[src/include/srxf_map.svh]
`ifndef SRXF_MAP_SVH
`define SRXF_MAP_SVH
// Register byte offsets
`define SRXF_ADR_STAT 8'h00
`define SRXF_ADR_DATA 8'h04
`define SRXF_ADR_CTRL 8'h08
`define SRXF_ADR_CNT 8'h0C
`define SRXF_ADR_BDIV 8'h10
`define SRXF_ADR_ISTS 8'h14
`define SRXF_ADR_IMSK 8'h18
// Status field positions
`define SRXF_ST_PER 2
`define SRXF_ST_RDF 1
`define SRXF_ST_DR 0
// Control field positions
`define SRXF_CT_SYNC 0
`define SRXF_CT_PEN 1
`define SRXF_CT_PODD 2
`define SRXF_CT_TRG_LO 4
`define SRXF_CT_TRG_HI 5
// Interrupt field positions
`define SRXF_IRQ_RDF 0
`define SRXF_IRQ_DR 1
`define SRXF_IRQ_PER 2
`define SRXF_IRQ_OVR 3
// Reset values
`define SRXF_CTRL_RST 6'h00
`define SRXF_BDIV_RST 16'h0010
// Receive trigger levels by select code
`define SRXF_TRG0 5'h01
`define SRXF_TRG1 5'h04
`define SRXF_TRG2 5'h08
`define SRXF_TRG3 5'h0E
// Idle timeout in bit time units
`define SRXF_DR_ETU 4'hF
// Receive FIFO size
`define SRXF_FIFO_DEPTH 5'h10
`endif

[src/include/srxf_pkg.sv]
package srxf_pkg;
  typedef logic [7:0] srxf_byte_t;
  typedef enum logic [2:0] {
    SRXF_IDLE = 3'h0,
    SRXF_START = 3'h1,
    SRXF_DATA = 3'h3,
    SRXF_PAR = 3'h2,
    SRXF_STOP = 3'h6
  } srxf_rx_state_t;
endpackage

[src/logic/srxf_fifo.sv]
`timescale 1ns/1ps
`default_nettype none
`include "srxf_map.svh"
module srxf_fifo (
  // Clock and reset
  input wire logic clk_in,
  input wire logic rst_in,
  // Write side
  input wire logic push_in,
  input wire logic [8:0] wdata_in,
  // Read side
  input wire logic pop_in,
  output logic [8:0] head_out,
  output logic [4:0] count_out,
  output logic ovr_out
);
  logic [8:0] mem_ff [16];
  logic [3:0] wp_ff, rp_ff;
  logic [4:0] cnt_ff;
  wire full = (cnt_ff == `SRXF_FIFO_DEPTH);
  wire empty = (cnt_ff == 5'h00);
  wire do_push = push_in & ~full;
  wire do_pop = pop_in & ~empty;
  // Pointers and fill count
  always_ff @(posedge clk_in or posedge rst_in) begin
    if (rst_in) begin
      wp_ff <= 4'h0;
      rp_ff <= 4'h0;
      cnt_ff <= 5'h00;
    end else begin
      wp_ff <= wp_ff + {3'h0, do_push};
      rp_ff <= rp_ff + {3'h0, do_pop};
      cnt_ff <= cnt_ff + {4'h0, do_push} - {4'h0, do_pop};
    end
  end
  // Storage, no reset needed
  always_ff @(posedge clk_in) begin
    if (do_push) mem_ff[wp_ff] <= wdata_in;
  end
  assign head_out = mem_ff[rp_ff];
  assign count_out = cnt_ff;
  assign ovr_out = push_in & full; // Word lost
endmodule // srxf_fifo
`default_nettype wire

[src/logic/srxf_rx.sv]
`timescale 1ns/1ps
`default_nettype none
module srxf_rx (
  // Clock and reset
  input wire logic clk_in,
  input wire logic rst_in,
  // Synchronised line and clock
  input wire logic rxd_in,
  input wire logic sck_in,
  // Configuration
  input wire logic sync_mode_in,
  input wire logic par_en_in,
  input wire logic par_odd_in,
  input wire logic [15:0] bit_div_in,
  // Received word
  output logic word_vld_out,
  output srxf_pkg::srxf_byte_t word_out,
  output logic perr_out,
  // Line events
  output logic start_out,
  output logic stop_out
);
  import srxf_pkg::*;
  srxf_rx_state_t state_ff;
  logic [15:0] cnt_ff;
  logic [2:0] bit_ff;
  srxf_byte_t shf_ff;
  logic perr_ff, vld_ff, start_ff, stop_ff, rxd_d_ff, sck_d_ff;
  wire fall = rxd_d_ff & ~rxd_in;
  wire sck_rise = sck_in & ~sck_d_ff;
  wire tick = (cnt_ff == 16'h0000);
  wire par_bad = (^shf_ff) ^ rxd_in ^ par_odd_in;
  // Frame sequencer, async or clocked
  always_ff @(posedge clk_in or posedge rst_in) begin
    if (rst_in) begin
      state_ff <= SRXF_IDLE;
      cnt_ff <= 16'h0000;
      bit_ff <= 3'h0;
      shf_ff <= 8'h00;
      perr_ff <= 1'b0;
      vld_ff <= 1'b0;
      start_ff <= 1'b0;
      stop_ff <= 1'b0;
      rxd_d_ff <= 1'b1;
      sck_d_ff <= 1'b0;
    end else begin
      rxd_d_ff <= rxd_in;
      sck_d_ff <= sck_in;
      vld_ff <= 1'b0;
      start_ff <= 1'b0;
      stop_ff <= 1'b0;
      cnt_ff <= tick ? bit_div_in : cnt_ff - 16'h0001;
      if (sync_mode_in) begin
        state_ff <= SRXF_IDLE;
        perr_ff <= 1'b0;
        if (sck_rise) begin
          shf_ff <= {rxd_in, shf_ff[7:1]};
          bit_ff <= bit_ff + 3'h1;
          vld_ff <= (bit_ff == 3'h7);
        end
      end else begin
        unique case (state_ff)
          SRXF_IDLE: begin
            bit_ff <= 3'h0;
            if (fall) begin
              state_ff <= SRXF_START;
              cnt_ff <= {1'b0, bit_div_in[15:1]};
              start_ff <= 1'b1;
            end
          end
          SRXF_START: if (tick) begin
            state_ff <= rxd_in ? SRXF_IDLE : SRXF_DATA;
            perr_ff <= 1'b0;
          end
          SRXF_DATA: if (tick) begin
            shf_ff <= {rxd_in, shf_ff[7:1]};
            bit_ff <= bit_ff + 3'h1;
            if (bit_ff == 3'h7) state_ff <= par_en_in ? SRXF_PAR : SRXF_STOP;
          end
          SRXF_PAR: if (tick) begin
            perr_ff <= par_bad;
            state_ff <= SRXF_STOP;
          end
          SRXF_STOP: if (tick) begin
            vld_ff <= 1'b1;
            stop_ff <= 1'b1;
            state_ff <= SRXF_IDLE;
          end
          default: state_ff <= SRXF_IDLE;
        endcase
      end
    end
  end
  assign word_vld_out = vld_ff;
  assign word_out = shf_ff;
  assign perr_out = perr_ff;
  assign start_out = start_ff;
  assign stop_out = stop_ff;
endmodule // srxf_rx
`default_nettype wire

[src/logic/srxf_top.sv]
`timescale 1ns/1ps
`default_nettype none
`include "srxf_map.svh"
// Function
// RULE_01: In async mode the parity flag reads 1 while the FIFO head word has a parity error.
// RULE_02: The parity flag reads 0 while the FIFO head word has no parity error.
// RULE_03: Reset forces the parity, above-trigger and data-ready flags to 0.
// RULE_04: The above-trigger flag sets when the FIFO fill count exceeds the selected trigger.
// RULE_05: The above-trigger flag clears only after read as 1, write 0, then drain below trigger.
// RULE_06: The FIFO holds 16 words and a read of an empty FIFO gives undefined data.
// RULE_07: The count register shows the FIFO fill count in its low 8 bits.
// RULE_08: In async mode data-ready sets when fill is below trigger and 15 bit times pass idle.
// RULE_09: In clocked mode data-ready never sets.
// RULE_10: Data-ready clears only after read as 1, write 0, then drain of every word.
// RULE_11: Writing 0 requests a clear of a clearable flag and writing 1 sets nothing.
// RULE_12: The idle interval counts bit periods from each stop bit and stops at a start bit.
module srxf_top (
  // Clock and reset
  input wire logic SYS_CLK_IN,
  input wire logic RST_IN,
  // Wishbone slave
  input wire logic WB_CYC_IN,
  input wire logic WB_STB_IN,
  input wire logic WB_WE_IN,
  input wire logic [7:0] WB_ADR_IN,
  input wire logic [3:0] WB_SEL_IN,
  input wire logic [31:0] WB_DAT_IN,
  output logic [31:0] WB_DAT_OUT,
  output logic WB_ACK_OUT,
  // Serial pins
  input wire logic RXD_IN,
  input wire logic SCK_IN,
  // Interrupt
  output logic IRQ_OUT
);
  import srxf_pkg::*;

  // Address match
  function automatic logic hit(input logic [7:0] a, input logic [7:0] off);
    return a == off;
  endfunction

  // Trigger level from select code
  function automatic logic [4:0] trig_level(input logic [1:0] sel);
    case (sel)
      2'h0: trig_level = `SRXF_TRG0;
      2'h1: trig_level = `SRXF_TRG1;
      2'h2: trig_level = `SRXF_TRG2;
      default: trig_level = `SRXF_TRG3;
    endcase
  endfunction

  logic rxd_m_ff, rxd_s_ff, sck_m_ff, sck_s_ff;
  logic ack_ff;
  logic [31:0] dat_ff;
  logic [5:0] ctrl_ff;
  logic [15:0] bdiv_ff;
  logic per_ff, rdf_ff, dr_ff;
  logic rdf_seen_ff, rdf_arm_ff, dr_seen_ff, dr_arm_ff;
  logic tmr_run_ff;
  logic [15:0] tmr_div_ff;
  logic [3:0] etu_ff;
  logic [3:0] ists_ff, imsk_ff;
  logic irq_ff;
  logic word_vld, word_perr, start_pulse, stop_pulse, ovr;
  srxf_byte_t word;
  logic [8:0] head;
  logic [4:0] fcnt;

  // Pin synchronisers
  always_ff @(posedge SYS_CLK_IN or posedge RST_IN) begin
    if (RST_IN) begin
      rxd_m_ff <= 1'b1;
      rxd_s_ff <= 1'b1;
      sck_m_ff <= 1'b0;
      sck_s_ff <= 1'b0;
    end else begin
      rxd_m_ff <= RXD_IN;
      rxd_s_ff <= rxd_m_ff;
      sck_m_ff <= SCK_IN;
      sck_s_ff <= sck_m_ff;
    end
  end

  // Control fields
  wire sync_mode = ctrl_ff[`SRXF_CT_SYNC];
  wire [4:0] trig = trig_level(ctrl_ff[`SRXF_CT_TRG_HI:`SRXF_CT_TRG_LO]);
  wire above = fcnt > trig;
  wire below = fcnt < trig;
  wire fempty = (fcnt == 5'h00);

  // Bus decode, transfer completes where ack is high
  wire req = WB_CYC_IN & WB_STB_IN;
  wire acc = req & ack_ff;
  wire wr_acc = acc & WB_WE_IN;
  wire rd_acc = acc & ~WB_WE_IN;
  wire lo_wr = wr_acc & WB_SEL_IN[0];
  wire stat_hit = hit(WB_ADR_IN, `SRXF_ADR_STAT);
  wire data_hit = hit(WB_ADR_IN, `SRXF_ADR_DATA);
  wire ctrl_hit = hit(WB_ADR_IN, `SRXF_ADR_CTRL);
  wire cnt_hit = hit(WB_ADR_IN, `SRXF_ADR_CNT);
  wire bdiv_hit = hit(WB_ADR_IN, `SRXF_ADR_BDIV);
  wire ists_hit = hit(WB_ADR_IN, `SRXF_ADR_ISTS);
  wire imsk_hit = hit(WB_ADR_IN, `SRXF_ADR_IMSK);
  wire pop = rd_acc & data_hit & ~fempty; // see RULE_06
  wire [2:0] stat_val = {per_ff, rdf_ff, dr_ff};

  // Read data select, unmapped reads zero
  wire [31:0] rd_data =
    stat_hit ? {29'h0, stat_val} :
    data_hit ? {24'h0, head[7:0]} :
    ctrl_hit ? {26'h0, ctrl_ff} :
    cnt_hit ? {24'h0, 3'h0, fcnt} : // see RULE_07
    bdiv_hit ? {16'h0, bdiv_ff} :
    ists_hit ? {28'h0, ists_ff} :
    imsk_hit ? {28'h0, imsk_ff} : 32'h0;

  // Ack and read data, one wait state
  always_ff @(posedge SYS_CLK_IN or posedge RST_IN) begin
    if (RST_IN) begin
      ack_ff <= 1'b0;
      dat_ff <= 32'h0;
    end else begin
      ack_ff <= req & ~ack_ff;
      if (req & ~ack_ff) dat_ff <= WB_WE_IN ? 32'h0 : rd_data;
    end
  end

  // Configuration registers
  always_ff @(posedge SYS_CLK_IN or posedge RST_IN) begin
    if (RST_IN) begin
      ctrl_ff <= `SRXF_CTRL_RST;
      bdiv_ff <= `SRXF_BDIV_RST;
      imsk_ff <= 4'h0;
    end else begin
      if (lo_wr & ctrl_hit) ctrl_ff <= WB_DAT_IN[5:0];
      if (lo_wr & bdiv_hit) bdiv_ff[7:0] <= WB_DAT_IN[7:0];
      if (wr_acc & WB_SEL_IN[1] & bdiv_hit) bdiv_ff[15:8] <= WB_DAT_IN[15:8];
      if (lo_wr & imsk_hit) imsk_ff <= WB_DAT_IN[3:0];
    end
  end

  // Idle timer in bit periods
  wire [3:0] etu_last = `SRXF_DR_ETU - 4'h1;
  wire bit_end = tmr_run_ff & (tmr_div_ff == bdiv_ff);
  wire tmr_fire = bit_end & (etu_ff == etu_last);
  always_ff @(posedge SYS_CLK_IN or posedge RST_IN) begin
    if (RST_IN) begin
      tmr_run_ff <= 1'b0;
      tmr_div_ff <= 16'h0;
      etu_ff <= 4'h0;
    end else if (stop_pulse) begin
      tmr_run_ff <= 1'b1; // see RULE_12
      tmr_div_ff <= 16'h0;
      etu_ff <= 4'h0;
    end else if (start_pulse | tmr_fire) begin
      tmr_run_ff <= 1'b0; // see RULE_12
    end else if (tmr_run_ff) begin
      tmr_div_ff <= bit_end ? 16'h0 : tmr_div_ff + 16'h1;
      etu_ff <= etu_ff + {3'h0, bit_end};
    end
  end

  // Flag set and clear terms
  wire stat_rd = rd_acc & stat_hit;
  wire stat_w0 = lo_wr & stat_hit;
  wire rdf_w0 = stat_w0 & ~WB_DAT_IN[`SRXF_ST_RDF]; // see RULE_11
  wire dr_w0 = stat_w0 & ~WB_DAT_IN[`SRXF_ST_DR]; // see RULE_11
  wire dr_set = tmr_fire & ~sync_mode & below; // see RULE_08 RULE_09
  wire rdf_clr = rdf_arm_ff & below; // see RULE_05
  wire dr_clr = dr_arm_ff & fempty; // see RULE_10
  wire nxt_per = ~sync_mode & ~fempty & head[8]; // see RULE_01 RULE_02
  wire nxt_rdf = above | (rdf_ff & ~rdf_clr); // see RULE_04
  wire nxt_dr = dr_set | (dr_ff & ~dr_clr);

  // Status flags
  always_ff @(posedge SYS_CLK_IN or posedge RST_IN) begin
    if (RST_IN) begin
      per_ff <= 1'b0; // see RULE_03
      rdf_ff <= 1'b0; // see RULE_03
      dr_ff <= 1'b0; // see RULE_03
    end else begin
      per_ff <= nxt_per;
      rdf_ff <= nxt_rdf;
      dr_ff <= nxt_dr;
    end
  end

  // Read-as-1 then write-0 clear sequencing
  always_ff @(posedge SYS_CLK_IN or posedge RST_IN) begin
    if (RST_IN) begin
      rdf_seen_ff <= 1'b0;
      rdf_arm_ff <= 1'b0;
      dr_seen_ff <= 1'b0;
      dr_arm_ff <= 1'b0;
    end else begin
      // Seen only if the value handed to software on this ack showed the flag
      rdf_seen_ff <= nxt_rdf & (rdf_seen_ff | (stat_rd & dat_ff[`SRXF_ST_RDF]));
      rdf_arm_ff <= nxt_rdf & (rdf_arm_ff | (rdf_w0 & rdf_seen_ff)); // see RULE_05
      dr_seen_ff <= nxt_dr & (dr_seen_ff | (stat_rd & dat_ff[`SRXF_ST_DR]));
      dr_arm_ff <= nxt_dr & (dr_arm_ff | (dr_w0 & dr_seen_ff)); // see RULE_10
    end
  end

  // Interrupt events, set wins over write-1 clear
  wire [3:0] ev = {ovr, word_vld & word_perr & ~sync_mode,
                   dr_set & ~dr_ff, above & ~rdf_ff};
  wire [3:0] w1c = (lo_wr & ists_hit) ? WB_DAT_IN[3:0] : 4'h0;
  wire [3:0] nxt_ists = ev | (ists_ff & ~w1c);
  always_ff @(posedge SYS_CLK_IN or posedge RST_IN) begin
    if (RST_IN) begin
      ists_ff <= 4'h0;
      irq_ff <= 1'b0;
    end else begin
      ists_ff <= nxt_ists;
      irq_ff <= |(nxt_ists & imsk_ff);
    end
  end

  // Receiver
  srxf_rx u_rx (
    .clk_in(SYS_CLK_IN),
    .rst_in(RST_IN),
    .rxd_in(rxd_s_ff),
    .sck_in(sck_s_ff),
    .sync_mode_in(sync_mode),
    .par_en_in(ctrl_ff[`SRXF_CT_PEN]),
    .par_odd_in(ctrl_ff[`SRXF_CT_PODD]),
    .bit_div_in(bdiv_ff),
    .word_vld_out(word_vld),
    .word_out(word),
    .perr_out(word_perr),
    .start_out(start_pulse),
    .stop_out(stop_pulse)
  );

  // Receive FIFO, 16 words of data plus parity error
  srxf_fifo u_fifo (
    .clk_in(SYS_CLK_IN),
    .rst_in(RST_IN),
    .push_in(word_vld),
    .wdata_in({word_perr, word}),
    .pop_in(pop),
    .head_out(head),
    .count_out(fcnt),
    .ovr_out(ovr)
  );

  assign WB_ACK_OUT = ack_ff;
  assign WB_DAT_OUT = dat_ff;
  assign IRQ_OUT = irq_ff;
endmodule // srxf_top
`default_nettype wire

[config.mk]
export PLATFORM = sky130hd
export DESIGN_NAME = srxf_top
export DESIGN_NICKNAME = d
export VERILOG_FILES = /design/src/include/srxf_pkg.sv /design/src/logic/srxf_fifo.sv /design/src/logic/srxf_rx.sv /design/src/logic/srxf_top.sv
export VERILOG_INCLUDE_DIRS = /design/src /design/src/include
export SDC_FILE = /design/constraint.sdc
export NUM_CORES = 1
export LEC_CHECK = 0
export CAP_MARGIN = 40
export CORE_ASPECT_RATIO = 1.25
export CORE_MARGIN = 2
export CORE_UTILIZATION = 57
export DETAILED_ROUTE_END_ITERATION = 10
export DONT_BUFFER_PORTS = 1
export GPL_TIMING_DRIVEN = 0
export PLACE_DENSITY = 0.75
export SLEW_MARGIN = 5
export SYNTH_ARGS = -nofsm -noshare
export SYNTH_HDL_FRONTEND = slang
export SYNTH_SLANG_ARGS = --single-unit
[constraint.sdc]
create_clock -name SYS_CLK_IN -period 4.1 [get_ports SYS_CLK_IN]
set_clock_uncertainty 0.15 [all_clocks]
set_input_delay 0.41 -clock SYS_CLK_IN [delete_from_list [all_inputs] [get_ports SYS_CLK_IN]]
set_output_delay 0.41 -clock SYS_CLK_IN [all_outputs]
set_load 0.05 [all_outputs]
==> results of run 1 <==
per-layer routing:
layer | vias up | wire, um | GRT usage (%)
met2 | 274 | 14300 | 43.0
met1 | 3885 | 11400 | 33.0
li1 | 3507 | - | -
met5 | - | 0 | 0
met4 | 0 | 864 | 8.47
met3 | 52 | 1460 | 3.22
power groups by stage:
stage	registers [mW]	logic [mW]	clock network (mW)
after floorplan	3.11	0.437	0
after global placement	3.13	0.498	0
after detailed placement	3.14	0.520	0
after CTS	3.08	0.542	2.51
after global routing	3.10	0.620	2.61
final	3.08	0.543	2.47
worst max-delay path by stage:
| stage | cells after the start | end | slack [ps] |
|---|---|---|---|
| global placement | 1 | sck_m_ff | -1330 |
| finish | 12 | u_fifo.count_out[4] | 830 |
| detailed placement | 14 | u_fifo.count_out[4] | 600 |
| global route | 12 | u_fifo.count_out[4] | 700 |
| CTS | 12 | u_fifo.count_out[4] | 860 |
| floorplan | 1 | IRQ_OUT | 110 |
timing repair:
action	CTS	global route
buffers inserted	0	0
hold buffers	20	0
hold endpoints to repair	79	0
cell families (layout without fill, tap and decap cells):
family / Yosys count / count (layout) / share of synthesized area (%)
buffers and inverters: 86 / 173 / 3.23
and+or+nand+nor: 251 / 251 / 10.3
DFF: 273 / 273 / 61.6
other: 1 / 16 / 0.0306
xor gates and xnor gates: 49 / 49 / 3.50
AOI/OAI and AO/OA: 143 / 143 / 7.62
adders and majority gates: 22 / 22 / 2.31
muxes: 82 / 82 / 11.4
layout by cell type (no fill, tap or decap), types with 15 or more instances in the layout:
master / count
mux2_2: 22
nand3_1: 27
edfxtp_1: 144
o21ai_0: 31
buf_4: 32
ha_1: 21
clkbuf_1: 24
o21ai_1: 34
xor2_1: 19
clkbuf_16: 27
nand2_1: 86
inv_1: 33
a21oi_1: 15
xnor2_1: 30
mux4_2: 43
dfrtp_1: 125
nor2_1: 52
conb_1: 16
dlygate4sd3_1: 20
flip-flops by register name, indices dropped and copies added, names as in the netlist, 3 cells and up:
| register | flops |
|---|---|
| ists_ff | 4 |
| u_rx.bit_ff | 3 |
| u_rx.state_ff | 3 |
| u_fifo.mem_ff | 144 |
| u_fifo.wp_ff | 4 |
| imsk_ff | 4 |
| u_fifo.count_out | 5 |
| u_fifo.rp_ff | 4 |
| etu_ff | 4 |
| bdiv_ff | 16 |
| ctrl_ff | 6 |
| tmr_div_ff | 16 |
| WB_DAT_OUT | 16 |
| u_rx.word_out | 8 |
| u_rx.cnt_ff | 16 |
final cells by class:
| cell class | count | area [um2] |
|---|---|---|
| multi-input cells | 563 | 4390 |
| flip-flops and latches | 273 | 7560 |
| repair buffers | 37 | 348 |
| inverters | 35 | 136 |
| well taps | 279 | 349 |
| plain buffers | 51 | 265 |
| fillers | 1538 | 7400 |
| clock buffers | 29 | 683 |
| clock inverters | 21 | 196 |
tightest hold or removal path, delay by kind of cell:
kind             cells  cell delay, ps
AND/OR/NAND/NOR      1              30
multiplexers         1             140
AO/OA/AOI/OAI        1              80
per-stage QoR:
step	setup WS, ps	power [mW]
detailed placement	595	3.66
CTS	865	6.13
floorplan	106	3.55
finish	826	6.10
global route	702	6.32
global placement	-1330	3.63
==> out/results.ini, run 1 <==
[status]
status = completed

[hold_path]
min_to = WB_DAT_OUT[1]
hold_class = in2reg
whs_path_depth = 3
min-delay-start = WB_WE_IN

[setup_path]
crit_fanout = 4
slowest_stage = dfrtp_1
critPathBufInv = 3
path_common_cell = inv_1
regToRegSetupSlack_ps = 830
cpPeakStageDelay_ps = 670
end_kind = register
crit_family = simple AND/OR/NAND/NOR gates
r2r_start = WB_ACK_OUT
worst_r2r_path_depth = 12
path_cells = nand3_1 -> nor4_1 -> ha_1 -> inv_1 -> ha_1 -> inv_1 -> fa_1 -> inv_1 -> a21oi_1 -> nor2_1 -> nor2_1 -> xnor2_1
critical_path_class = reg2reg
worstPathRequired_ps = 4390
cp-start-kind = register
critPathLaunch = WB_ACK_OUT
cp.arrival_ps = 3560
timing.rr.end = u_fifo.count_out[4]

[synth]
yosys_warnings = 0
synth_top_cells_by_count = edfxtp_1 (144), dfrtp_1 (125), nand2_1 (86), nor2_1 (52), mux4_2 (43)
syn_area_per_cell_um2 = 13.5
yosysMostFrequentCell = edfxtp_1
synthesis.area_um2 = 12300
synth_cell_types = 68
synth_top_cell_area_share_pct = 35.3
ys.flop_type = edfxtp_1
async_flop_share_pct = 47.3
synth_edf_count = 144
ys_top_cells_by_area = edfxtp_1 (35%), dfrtp_1 (25%), mux4_2 (7.9%)
synth-seq-area-share_pct = 61.6
yosysTopAreaCell = edfxtp_1
synthCells = 907
synth-seq-cells = 273

[layout]
drive_gt1_share_pct = 16.8
layout.cells.non_filler = 1288
syn_to_final_growth_pct = 13.5
insertedDiodeCount = 0
fin_nets = 1061
final_cell_area_um2 = 13900
final_core_util_pct = 65.3

[grt]
grt_max_degree = 83
grt_pass1_vias = 7602
grt_pass1_wl_mm = 43.6
grtUsageTotal_pct = 25.0
overflow = 0
antenna_found_initial = 0

[clock_network]
clock_sinks = 273
path_clk_slew_ps = 70
cts_buffers = 27
h-tree-depth = 1
cts_tree = built
clock_path_buffers = 3
cts_resized = 0
ctsRootBufferMaster = clkbuf_16
insertion_delay_ps = 550

[route]
vias = 7718
avgViaCountPerCell = 5.99
drt_iter0_drc = 685
drc_errors = 0
firstDrtPassIters = 5
drtAntennaViolNets = 0
totalWireLength_mm = 28.0
wl_per_cell_um = 21.7

[floorplanning]
start_util_pct = 57.5
die_area_um2 = 22700
core_area_um2 = 21300
die_w_um = 135
die_y_um = 168
rows = 60
ios = 85

[sta]
final_max_slew_viol_count = 0
fin_crit_sh_pct = 79.8
final_hold_viol_count = 0
min_period_ps = 3270
setup_viol_count_final = 0
slew_headroom_pct = 48.0
rsz0062_at_grt = false
fmax_ghz = 0.305
whs_ps = 7.74
worst_pin_slew_ps = 779
tns_ps = 0

[power_and_ir_drop]
p_comb_share_pct = 8.9
p_clk_share_pct = 40.5
intPower_mw = 4.61
leakagePower_nw = 5.38
switching_power_mw = 1.49
power_switching_share_pct = 24.4
ir_drop_v = 0.000350
powerDensity_nw_per_um2 = 438
seq_power_share_pct = 50.6

[place]
dp_hpwl_mm = 19.0
placed_area_um2 = 12800
gp_congestion = 0.935
place_inst = 1218
io_buffers = 0

[run]
maxCapViolCount = 0

(Power assumes the default switching activity.)
==> inputs of run 2 (changes only) <==
--- a/config.mk
+++ b/config.mk
@@ -6,14 +6,15 @@
 export SDC_FILE = /design/constraint.sdc
 export NUM_CORES = 1
 export LEC_CHECK = 0
+export ABC_AREA = 1
 export CAP_MARGIN = 40
 export CORE_ASPECT_RATIO = 1.25
 export CORE_MARGIN = 2
-export CORE_UTILIZATION = 57
+export CORE_UTILIZATION = 58
 export DETAILED_ROUTE_END_ITERATION = 10
 export DONT_BUFFER_PORTS = 1
 export GPL_TIMING_DRIVEN = 0
-export PLACE_DENSITY = 0.75
+export PLACE_DENSITY = 0.76
 export SLEW_MARGIN = 5
 export SYNTH_ARGS = -nofsm -noshare
 export SYNTH_HDL_FRONTEND = slang
==> constraint.sdc (replaced) <==
create_clock -name SYS_CLK_IN -period 2.72 [get_ports SYS_CLK_IN]
set_clock_uncertainty 0.15 [all_clocks]
set_input_delay 0.272 -clock SYS_CLK_IN [delete_from_list [all_inputs] [get_ports SYS_CLK_IN]]
set_output_delay 0.272 -clock SYS_CLK_IN [all_outputs]
set_load 0.05 [all_outputs]
==> out/results.ini, run 2 <==
[synth]
async_flop_share_pct = 47.3  ; unchanged
ys_top_cells_by_area = edfxtp_1 (33%), dfrtp_1 (24%), nand2_1 (11%)  ; was edfxtp_1 (35%), dfrtp_1 (25%), mux4_2 (7.9%)
synth_edf_count = 144  ; unchanged
synth-seq-cells = 273  ; unchanged
ys.flop_type = edfxtp_1  ; unchanged
synth_top_cells_by_count = nand2_1 (373), nand3_1 (180), edfxtp_1 (144), nor2_1 (132), dfrtp_1 (125)  ; was edfxtp_1 (144), dfrtp_1 (125), nand2_1 (86), nor2_1 (52), mux4_2 (43)
synthesis.area_um2 = 13000  ; was 12300 um2
synth_adder_area_share_pct = 2.17  ; was 2.31%
yosysTopAreaCell = edfxtp_1  ; unchanged
syn_area_per_cell_um2 = 9.17  ; was 13.5 um2
synth_compound_area_share_pct = 5.81  ; was 7.62%
synth_top_cell_area_share_pct = 33.2  ; was 35.3%
synth_xor_area_share_pct = 3.03  ; was 3.50%
synthSimpleGateAreaFrac_pct = 24.0  ; was 10.3%
synth_cell_types = 45  ; was 68
synth_top_family_by_area = simple AND/OR/NAND/NOR gates  ; was multiplexers
synth-seq-area-share_pct = 58.0  ; was 61.6%
yosys_warnings = 0  ; unchanged
synth_mux_area_share_pct = 0.692  ; was 11.4%
synthCells = 1419  ; was 907
yosysMostFrequentCell = nand2_1  ; was edfxtp_1

[setup_path]
critPathLaunch = WB_ACK_OUT  ; unchanged
worst_r2r_path_depth = 10  ; was 12
critical_path_class = reg2reg  ; unchanged
cp.arrival_ps = 2970  ; was 3560 ps
slowest_stage = dfrtp_2  ; was dfrtp_1
cpPeakStageDelay_ps = 580  ; was 670 ps
regToRegSetupSlack_ps = 40  ; was 830 ps
r2r_start = WB_ACK_OUT  ; unchanged
critPathBufInv = 2  ; was 3
crit_family = adder cells  ; was simple AND/OR/NAND/NOR gates
end_kind = register  ; unchanged
crit_fanout = 4  ; unchanged
timing.rr.end = u_fifo.count_out[4]  ; unchanged
cp-start-kind = register  ; unchanged
worstPathRequired_ps = 3010  ; was 4390 ps
path_cells = nand3_4 -> nor4_4 -> ha_1 -> inv_2 -> ha_2 -> inv_1 -> fa_2 -> o21ai_2 -> a21oi_1 -> xor2_1  ; was nand3_1 -> nor4_1 -> ha_1 -> inv_1 -> ha_1 -> inv_1 -> fa_1 -> inv_1 -> a21oi_1 -> nor2_1 -> nor2_1 -> xnor2_1

[floorplanning]
die_w_um = 138  ; was 135 um
die_area_um2 = 23700  ; was 22700 um2
ios = 85  ; unchanged
rows = 61  ; was 60
die_y_um = 172  ; was 168 um
core_area_um2 = 22100  ; was 21300 um2
start_util_pct = 58.8  ; was 57.5%

[clock_network]
cts_tree = built  ; unchanged
clock_path_buffers = 3  ; unchanged
ctsRootBufferMaster = clkbuf_16  ; unchanged
clock_sinks = 273  ; unchanged
insertion_delay_ps = 560  ; was 550 ps
h-tree-depth = 1  ; unchanged
cts_buffers = 26  ; was 27
path_clk_slew_ps = 70  ; about the same

[sta]
slew_headroom_pct = 46.5  ; was 48.0%
final_hold_viol_count = 0  ; unchanged
fmax_ghz = 0.374  ; was 0.305 GHz
final_max_slew_viol_count = 0  ; unchanged
worst_pin_slew_ps = 803  ; was 779 ps
rsz0062_at_grt = true  ; was false
min_period_ps = 2680  ; was 3270 ps
setup_viol_count_final = 0  ; unchanged
fin_crit_sh_pct = 98.4  ; was 79.8%

[hold_path]
min-delay-start = WB_STB_IN  ; was WB_WE_IN
min_to = WB_DAT_OUT[14]  ; was WB_DAT_OUT[1]
hold_class = in2reg  ; unchanged
whs_path_depth = 5  ; was 3

[route]
drc_errors = 0  ; unchanged
firstDrtPassIters = 6  ; was 5
drt_iter0_drc = 999  ; was 685
wl_per_cell_um = 18.2  ; was 21.7 um
vias = 10236  ; was 7718
drtAntennaViolNets = 0  ; unchanged
avgViaCountPerCell = 5.64  ; was 5.99
totalWireLength_mm = 33.0  ; was 28.0 mm

[grt]
antenna_found_initial = 0  ; unchanged
grt_pass1_vias = 10224  ; was 7602
overflow = 0  ; unchanged
grt_pass1_wl_mm = 52.6  ; was 43.6 mm
grtUsageTotal_pct = 28.0  ; was 25.0%
grt_max_degree = 39  ; was 83

[power_and_ir_drop]
powerDensity_nw_per_um2 = 622  ; was 438 nW/um2
power_mw = 9.28  ; was 6.10 mW
ir_drop_v = 0.000536  ; was 0.000350 V
leakagePower_nw = 6.56  ; was 5.38 nW

[layout]
final_core_util_pct = 67.5  ; was 65.3%
fillers = 1644  ; was 1538
drive_gt1_share_pct = 9.92  ; was 16.8%
fin_nets = 1585  ; was 1061
layout.cells.non_filler = 1815  ; was 1288
insertedDiodeCount = 0  ; unchanged
largest-register = u_fifo.mem_ff  ; unchanged
final_common_cell = nand2_1  ; was edfxtp_1
syn_to_final_growth_pct = 14.7  ; was 13.5%
final_cell_mix = nand2_1 (373), nand3_1 (179), edfxtp_1 (144)  ; was edfxtp_1 (144), dfrtp_1 (125), nand2_1 (86)
largest_reg_flops = 144  ; unchanged

[place]
gp_congestion = 0.945  ; was 0.935
place_inst = 1736  ; was 1218
dp_hpwl_mm = 23.0  ; was 19.0 mm
io_buffers = 0  ; unchanged

[run]
maxCapViolCount = 0  ; unchanged

[status]
status = completed  ; unchanged

run 2: cell count changes in the layout (fill, tap and decap cells not counted), moves of 14 or more:
cell,change
o21ai_1,-31
xor2_1,+17
xnor2_1,-21
nand2_1,+287
inv_1,+83
o21ai_0,+63
mux4_2,-43
nand3_1,+152
buf_6,+14
nor2_1,+71
a21oi_1,+17
mux2_2,-14
run 2: cells by family (layout without fill, tap and decap cells):
| family | Yosys count | after routing |
|---|---|---|
| muxes | 8 | 8 |
| and+or+nand+nor | 733 | 733 |
| AOI/OAI and AO/OA | 145 | 145 |
| DFF | 273 | 273 |
| xor gates and xnor gates | 45 | 45 |
| other | 1 | 16 |
| adders and majority gates | 22 | 22 |
| buffers and inverters | 192 | 290 |
run 2: metal layers:
metal	wire (um)	up-vias	GRT usage (%)
met2	17200	450	51.5
met1	12400	4840	33.9
met4	1030	0	9.32
met5	0	-	0
li1	-	4864	-
met3	2490	82	4.43
run 2: worst max path at each step:
| stage | endpoint | slack, ps | depth (start not counted) |
|---|---|---|---|
| floorplan | u_fifo.count_out[4] | 40 | 10 |
| detailed placement | u_fifo.count_out[4] | -1030 | 13 |
| global placement | u_fifo.count_out[4] | -990 | 13 |
| global route | u_fifo.count_out[4] | -60 | 13 |
| CTS | u_fifo.count_out[4] | 10 | 13 |
| finish | u_fifo.count_out[4] | 40 | 10 |
run 2: where the power goes:
part	leakage, nW	switching (mW)	internal (mW)	total [mW]
Clock	0.430	1.65	2.03	3.68
Sequential	3.09	0.156	4.48	4.64
Combinational	3.05	0.609	0.356	0.966
run 2: area by class of cell:
| cell class | count | area [um2] | share of cell area, % |
|---|---|---|---|
| Inverter | 133 | 507 | 3.39 |
| Multi-Input combinational cell | 969 | 4780 | 32.0 |
| Buffer | 59 | 314 | 2.10 |
| Clock inverter | 14 | 125 | 0.838 |
| Clock buffer | 34 | 764 | 5.12 |
| Tap cell | 283 | 354 | 2.37 |
| Timing Repair Buffer | 50 | 522 | 3.49 |
| Sequential cell | 273 | 7560 | 50.6 |
run 2: worst min-delay path: stages:
cell and delay (ps):
inv_1 30, nor3_1 60, inv_2 170, nand2_1 60
o21ai_0 70
run 2: what timing repair did:
item                                    CTS  global route
hold buffers                             27             0
endpoints found under the hold margin    78             0
setup buffers                             3             1
pin swaps                                 3             1
endpoints found under the setup margin    5            35
gates resized for setup                  10            15
run 2: metrics by stage:
step	instance area [um2]	hold slack [ps]	worst slack (ps)	setup TNS [ps]
finish	14900	23.2	43.3	0
global route	14900	12.8	-65.0	-65.0
CTS	14900	1.92	12.6	0
detailed placement	13700	127	-1030	-3780
global placement	13400	127	-992	-19060
floorplan	13100	126	40.1	0
==> inputs of run 3 (changes only) <==
--- a/config.mk
+++ b/config.mk
@@ -9,7 +9,6 @@
 export ABC_AREA = 1
 export CAP_MARGIN = 40
 export CORE_ASPECT_RATIO = 1.25
-export CORE_MARGIN = 2
 export CORE_UTILIZATION = 58
 export DETAILED_ROUTE_END_ITERATION = 10
 export DONT_BUFFER_PORTS = 1
==> out/results.ini, run 3 (synthesis gave the netlist of run 2 again) <==
[status]
status = finished with violations  ; was completed
violations = setup timing

[place]
io_buffers = 0  ; unchanged
gp_congestion = 0.906  ; was 0.945
dp_hpwl_mm = 23.2  ; was 23.0 mm
place_inst = 1732  ; was 1736

[sta]
final_max_slew_viol_count = 0  ; unchanged
final_hold_viol_count = 0  ; unchanged
fin_crit_sh_pct = 102  ; was 98.4%
whs_ps = 28.3  ; was 23.2 ps
setup_viol_count_final = 1  ; was 0
min_period_ps = 2780  ; was 2680 ps
slew_headroom_pct = 46.2  ; was 46.5%
rsz0062_at_grt = true  ; unchanged
worst_pin_slew_ps = 806  ; was 803 ps
setup_ws_ps = -61.4  ; was 43.3 ps
fmax_ghz = 0.360  ; was 0.374 GHz

[route]
drc_errors = 0  ; unchanged
firstDrtPassIters = 5  ; was 6
top_layer = met4  ; unchanged
drtAntennaViolNets = 0  ; unchanged
routed-wl-met2_mm = 16.9  ; was 17.2 mm
avgViaCountPerCell = 5.67  ; was 5.64
drt_iter0_drc = 848  ; was 999
wl_met1_mm = 12.7  ; was 12.4 mm
vias = 10323  ; was 10236
totalWireLength_mm = 33.3  ; was 33.0 mm
wl_met3_mm = 2.49  ; about the same
wl_per_cell_um = 18.3  ; was 18.2 um

[grt]
antenna_found_initial = 0  ; unchanged
overflow = 0  ; unchanged
grt_max_degree = 39  ; unchanged
grt_pass1_vias = 10281  ; was 10224
grt_pass1_wl_mm = 52.3  ; was 52.6 mm
grtUsageTotal_pct = 29.7  ; was 28.0%

[power_and_ir_drop]
powerDensity_nw_per_um2 = 643  ; was 622 nW/um2
power_switching_share_pct = 24.7  ; was 26.0%
intPower_mw = 7.28  ; was 6.87 mW
p_comb_share_pct = 10.2  ; was 10.4%
switching_power_mw = 2.39  ; was 2.41 mW
ir_drop_v = 0.000539  ; was 0.000536 V
leakagePower_nw = 6.65  ; was 6.56 nW
p_clk_share_pct = 41.8  ; was 39.6%
seq_power_share_pct = 48.0  ; was 50.0%

[layout]
syn_to_final_growth_pct = 15.6  ; was 14.7%
fillers = 1628  ; was 1644
insertedDiodeCount = 0  ; unchanged
largest-register = u_fifo.mem_ff  ; unchanged
final_cell_mix = nand2_1 (372), nand3_1 (179), edfxtp_1 (144)  ; was nand2_1 (373), nand3_1 (179), edfxtp_1 (144)
largest_reg_flops = 144  ; unchanged
layout.cells.non_filler = 1820  ; was 1815
fin_nets = 1593  ; was 1585
drive_gt1_share_pct = 10.1  ; was 9.92%
final_common_cell = nand2_1  ; unchanged

[clock_network]
clock_sinks = 273  ; unchanged
h-tree-depth = 1  ; unchanged
path_clk_slew_ps = 60  ; was 70 ps
ctsRootBufferMaster = clkbuf_16  ; unchanged
cts_tree = built  ; unchanged
clock_path_buffers = 3  ; unchanged
insertion_delay_ps = 550  ; was 560 ps
cts_buffers = 27  ; was 26

[setup_path]
end_kind = register  ; unchanged
critical_path_class = reg2reg  ; unchanged
slowest_stage = nor4_4  ; was dfrtp_2
path_cells = inv_2 -> ha_4 -> inv_2 -> nor4_4 -> nor4_4 -> ha_1 -> inv_1 -> ha_2 -> inv_2 -> fa_2 -> o21ai_2 -> a21oi_2 -> xor2_1  ; was nand3_4 -> nor4_4 -> ha_1 -> inv_2 -> ha_2 -> inv_1 -> fa_2 -> o21ai_2 -> a21oi_1 -> xor2_1
worstPathRequired_ps = 3000  ; was 3010 ps
crit_fanout = 2  ; was 4
cp.arrival_ps = 3060  ; was 2970 ps
cpPeakStageDelay_ps = 420  ; was 580 ps
path_common_cell = inv_2
cp-start-kind = register  ; unchanged

[floorplanning]
ios = 85  ; unchanged
die_area_um2 = 23100  ; was 23700 um2
rows = 60  ; was 61
start_util_pct = 59.8  ; was 58.8%
core_area_um2 = 21800  ; was 22100 um2
die_w_um = 136  ; was 138 um
die_y_um = 170  ; was 172 um

[hold_path]
hold_class = in2reg  ; unchanged

[run]
maxCapViolCount = 0  ; unchanged

[run 3: cell types whose count changed in the layout (fill, tap and decap cells not counted), sizes merged]
cell / before / now
clkinv: 10 / 11
clkbuf: 63 / 59
bufinv: 0 / 6
buf: 53 / 62
dlygate4sd3: 27 / 25
inv: 132 / 131
[run 3: worst max-delay path, delay by kind of cell (launching register included)]
kind	cells	cell delay, ps
simple gates	2	540
fa+ha+maj	4	970
xor+xnor	1	130
compound gates	2	210
flops	1	410
buf+inv	4	250
[run 3: worst paths after layout]
| check | to | cells past startpoint | slack (ps) | from |
|---|---|---|---|---|
| hold / removal | rdf_arm_ff | 7 | 30 | WB_ADR_IN[2] |
| max in group asynchronous | bdiv_ff[15] | 4 | 1340 | RST_IN |
| setup reg to reg | u_fifo.count_out[4] | 13 | -60 | u_fifo.count_out[3] |
| hold reg to reg | rxd_s_ff | 0 | 200 | rxd_m_ff |
| min in group asynchronous | WB_DAT_OUT[2] | 2 | 210 | RST_IN |
| setup / recovery | u_fifo.count_out[4] | 13 | -60 | u_fifo.count_out[3] |
[run 3: routing by layer]
metal / vias up / track usage (%)
met5: - / 0
met4: 0 / 12.3
met3: 97 / 5.53
met2: 439 / 52.0
met1: 4912 / 35.6
li1: 4875 / -
[run 3: what timing repair did]
item / in CTS / in global routing
setup endpoints to repair: 4 / 48
hold endpoints to repair: 78 / 0
hold buffers: 25 / 0
pin swaps: 3 / 8
setup buffers: 3 / 11
resized for setup: 9 / 15
[run 3: layout make-up]
class | instances | area [um2] | share of cell area, %
Sequential cell | 273 | 7560 | 50.2
Multi-Input combinational cell | 969 | 4790 | 31.9
Inverter | 133 | 507 | 3.37
Clock buffer | 30 | 697 | 4.63
Tap cell | 279 | 349 | 2.32
Clock inverter | 20 | 272 | 1.80
Timing Repair Buffer | 57 | 558 | 3.71
Buffer | 59 | 314 | 2.09
[run 3: per-stage QoR]
stage	setup WS (ps)	setup TNS (ps)	area (um2)	util, %	power [mW]
detailed placement	-838	-2230	13600	62.7	5.62
global route	-106	-238	15000	69.1	10.0
global placement	-747	-12730	13400	61.7	5.59
floorplan	40.1	0	13100	-	5.41
finish	-61.4	-61.4	15000	69.1	9.68
CTS	6.61	0	14900	68.6	9.67
[run 3: power groups by stage]
stage | Sequential (mW) | Combinational (mW) | Clock [mW]
CTS | 4.64 | 0.960 | 4.08
global route | 4.66 | 1.12 | 4.25
detailed placement | 4.72 | 0.901 | 0
floorplan | 4.68 | 0.730 | 0
global placement | 4.72 | 0.872 | 0
finish | 4.65 | 0.989 | 4.04
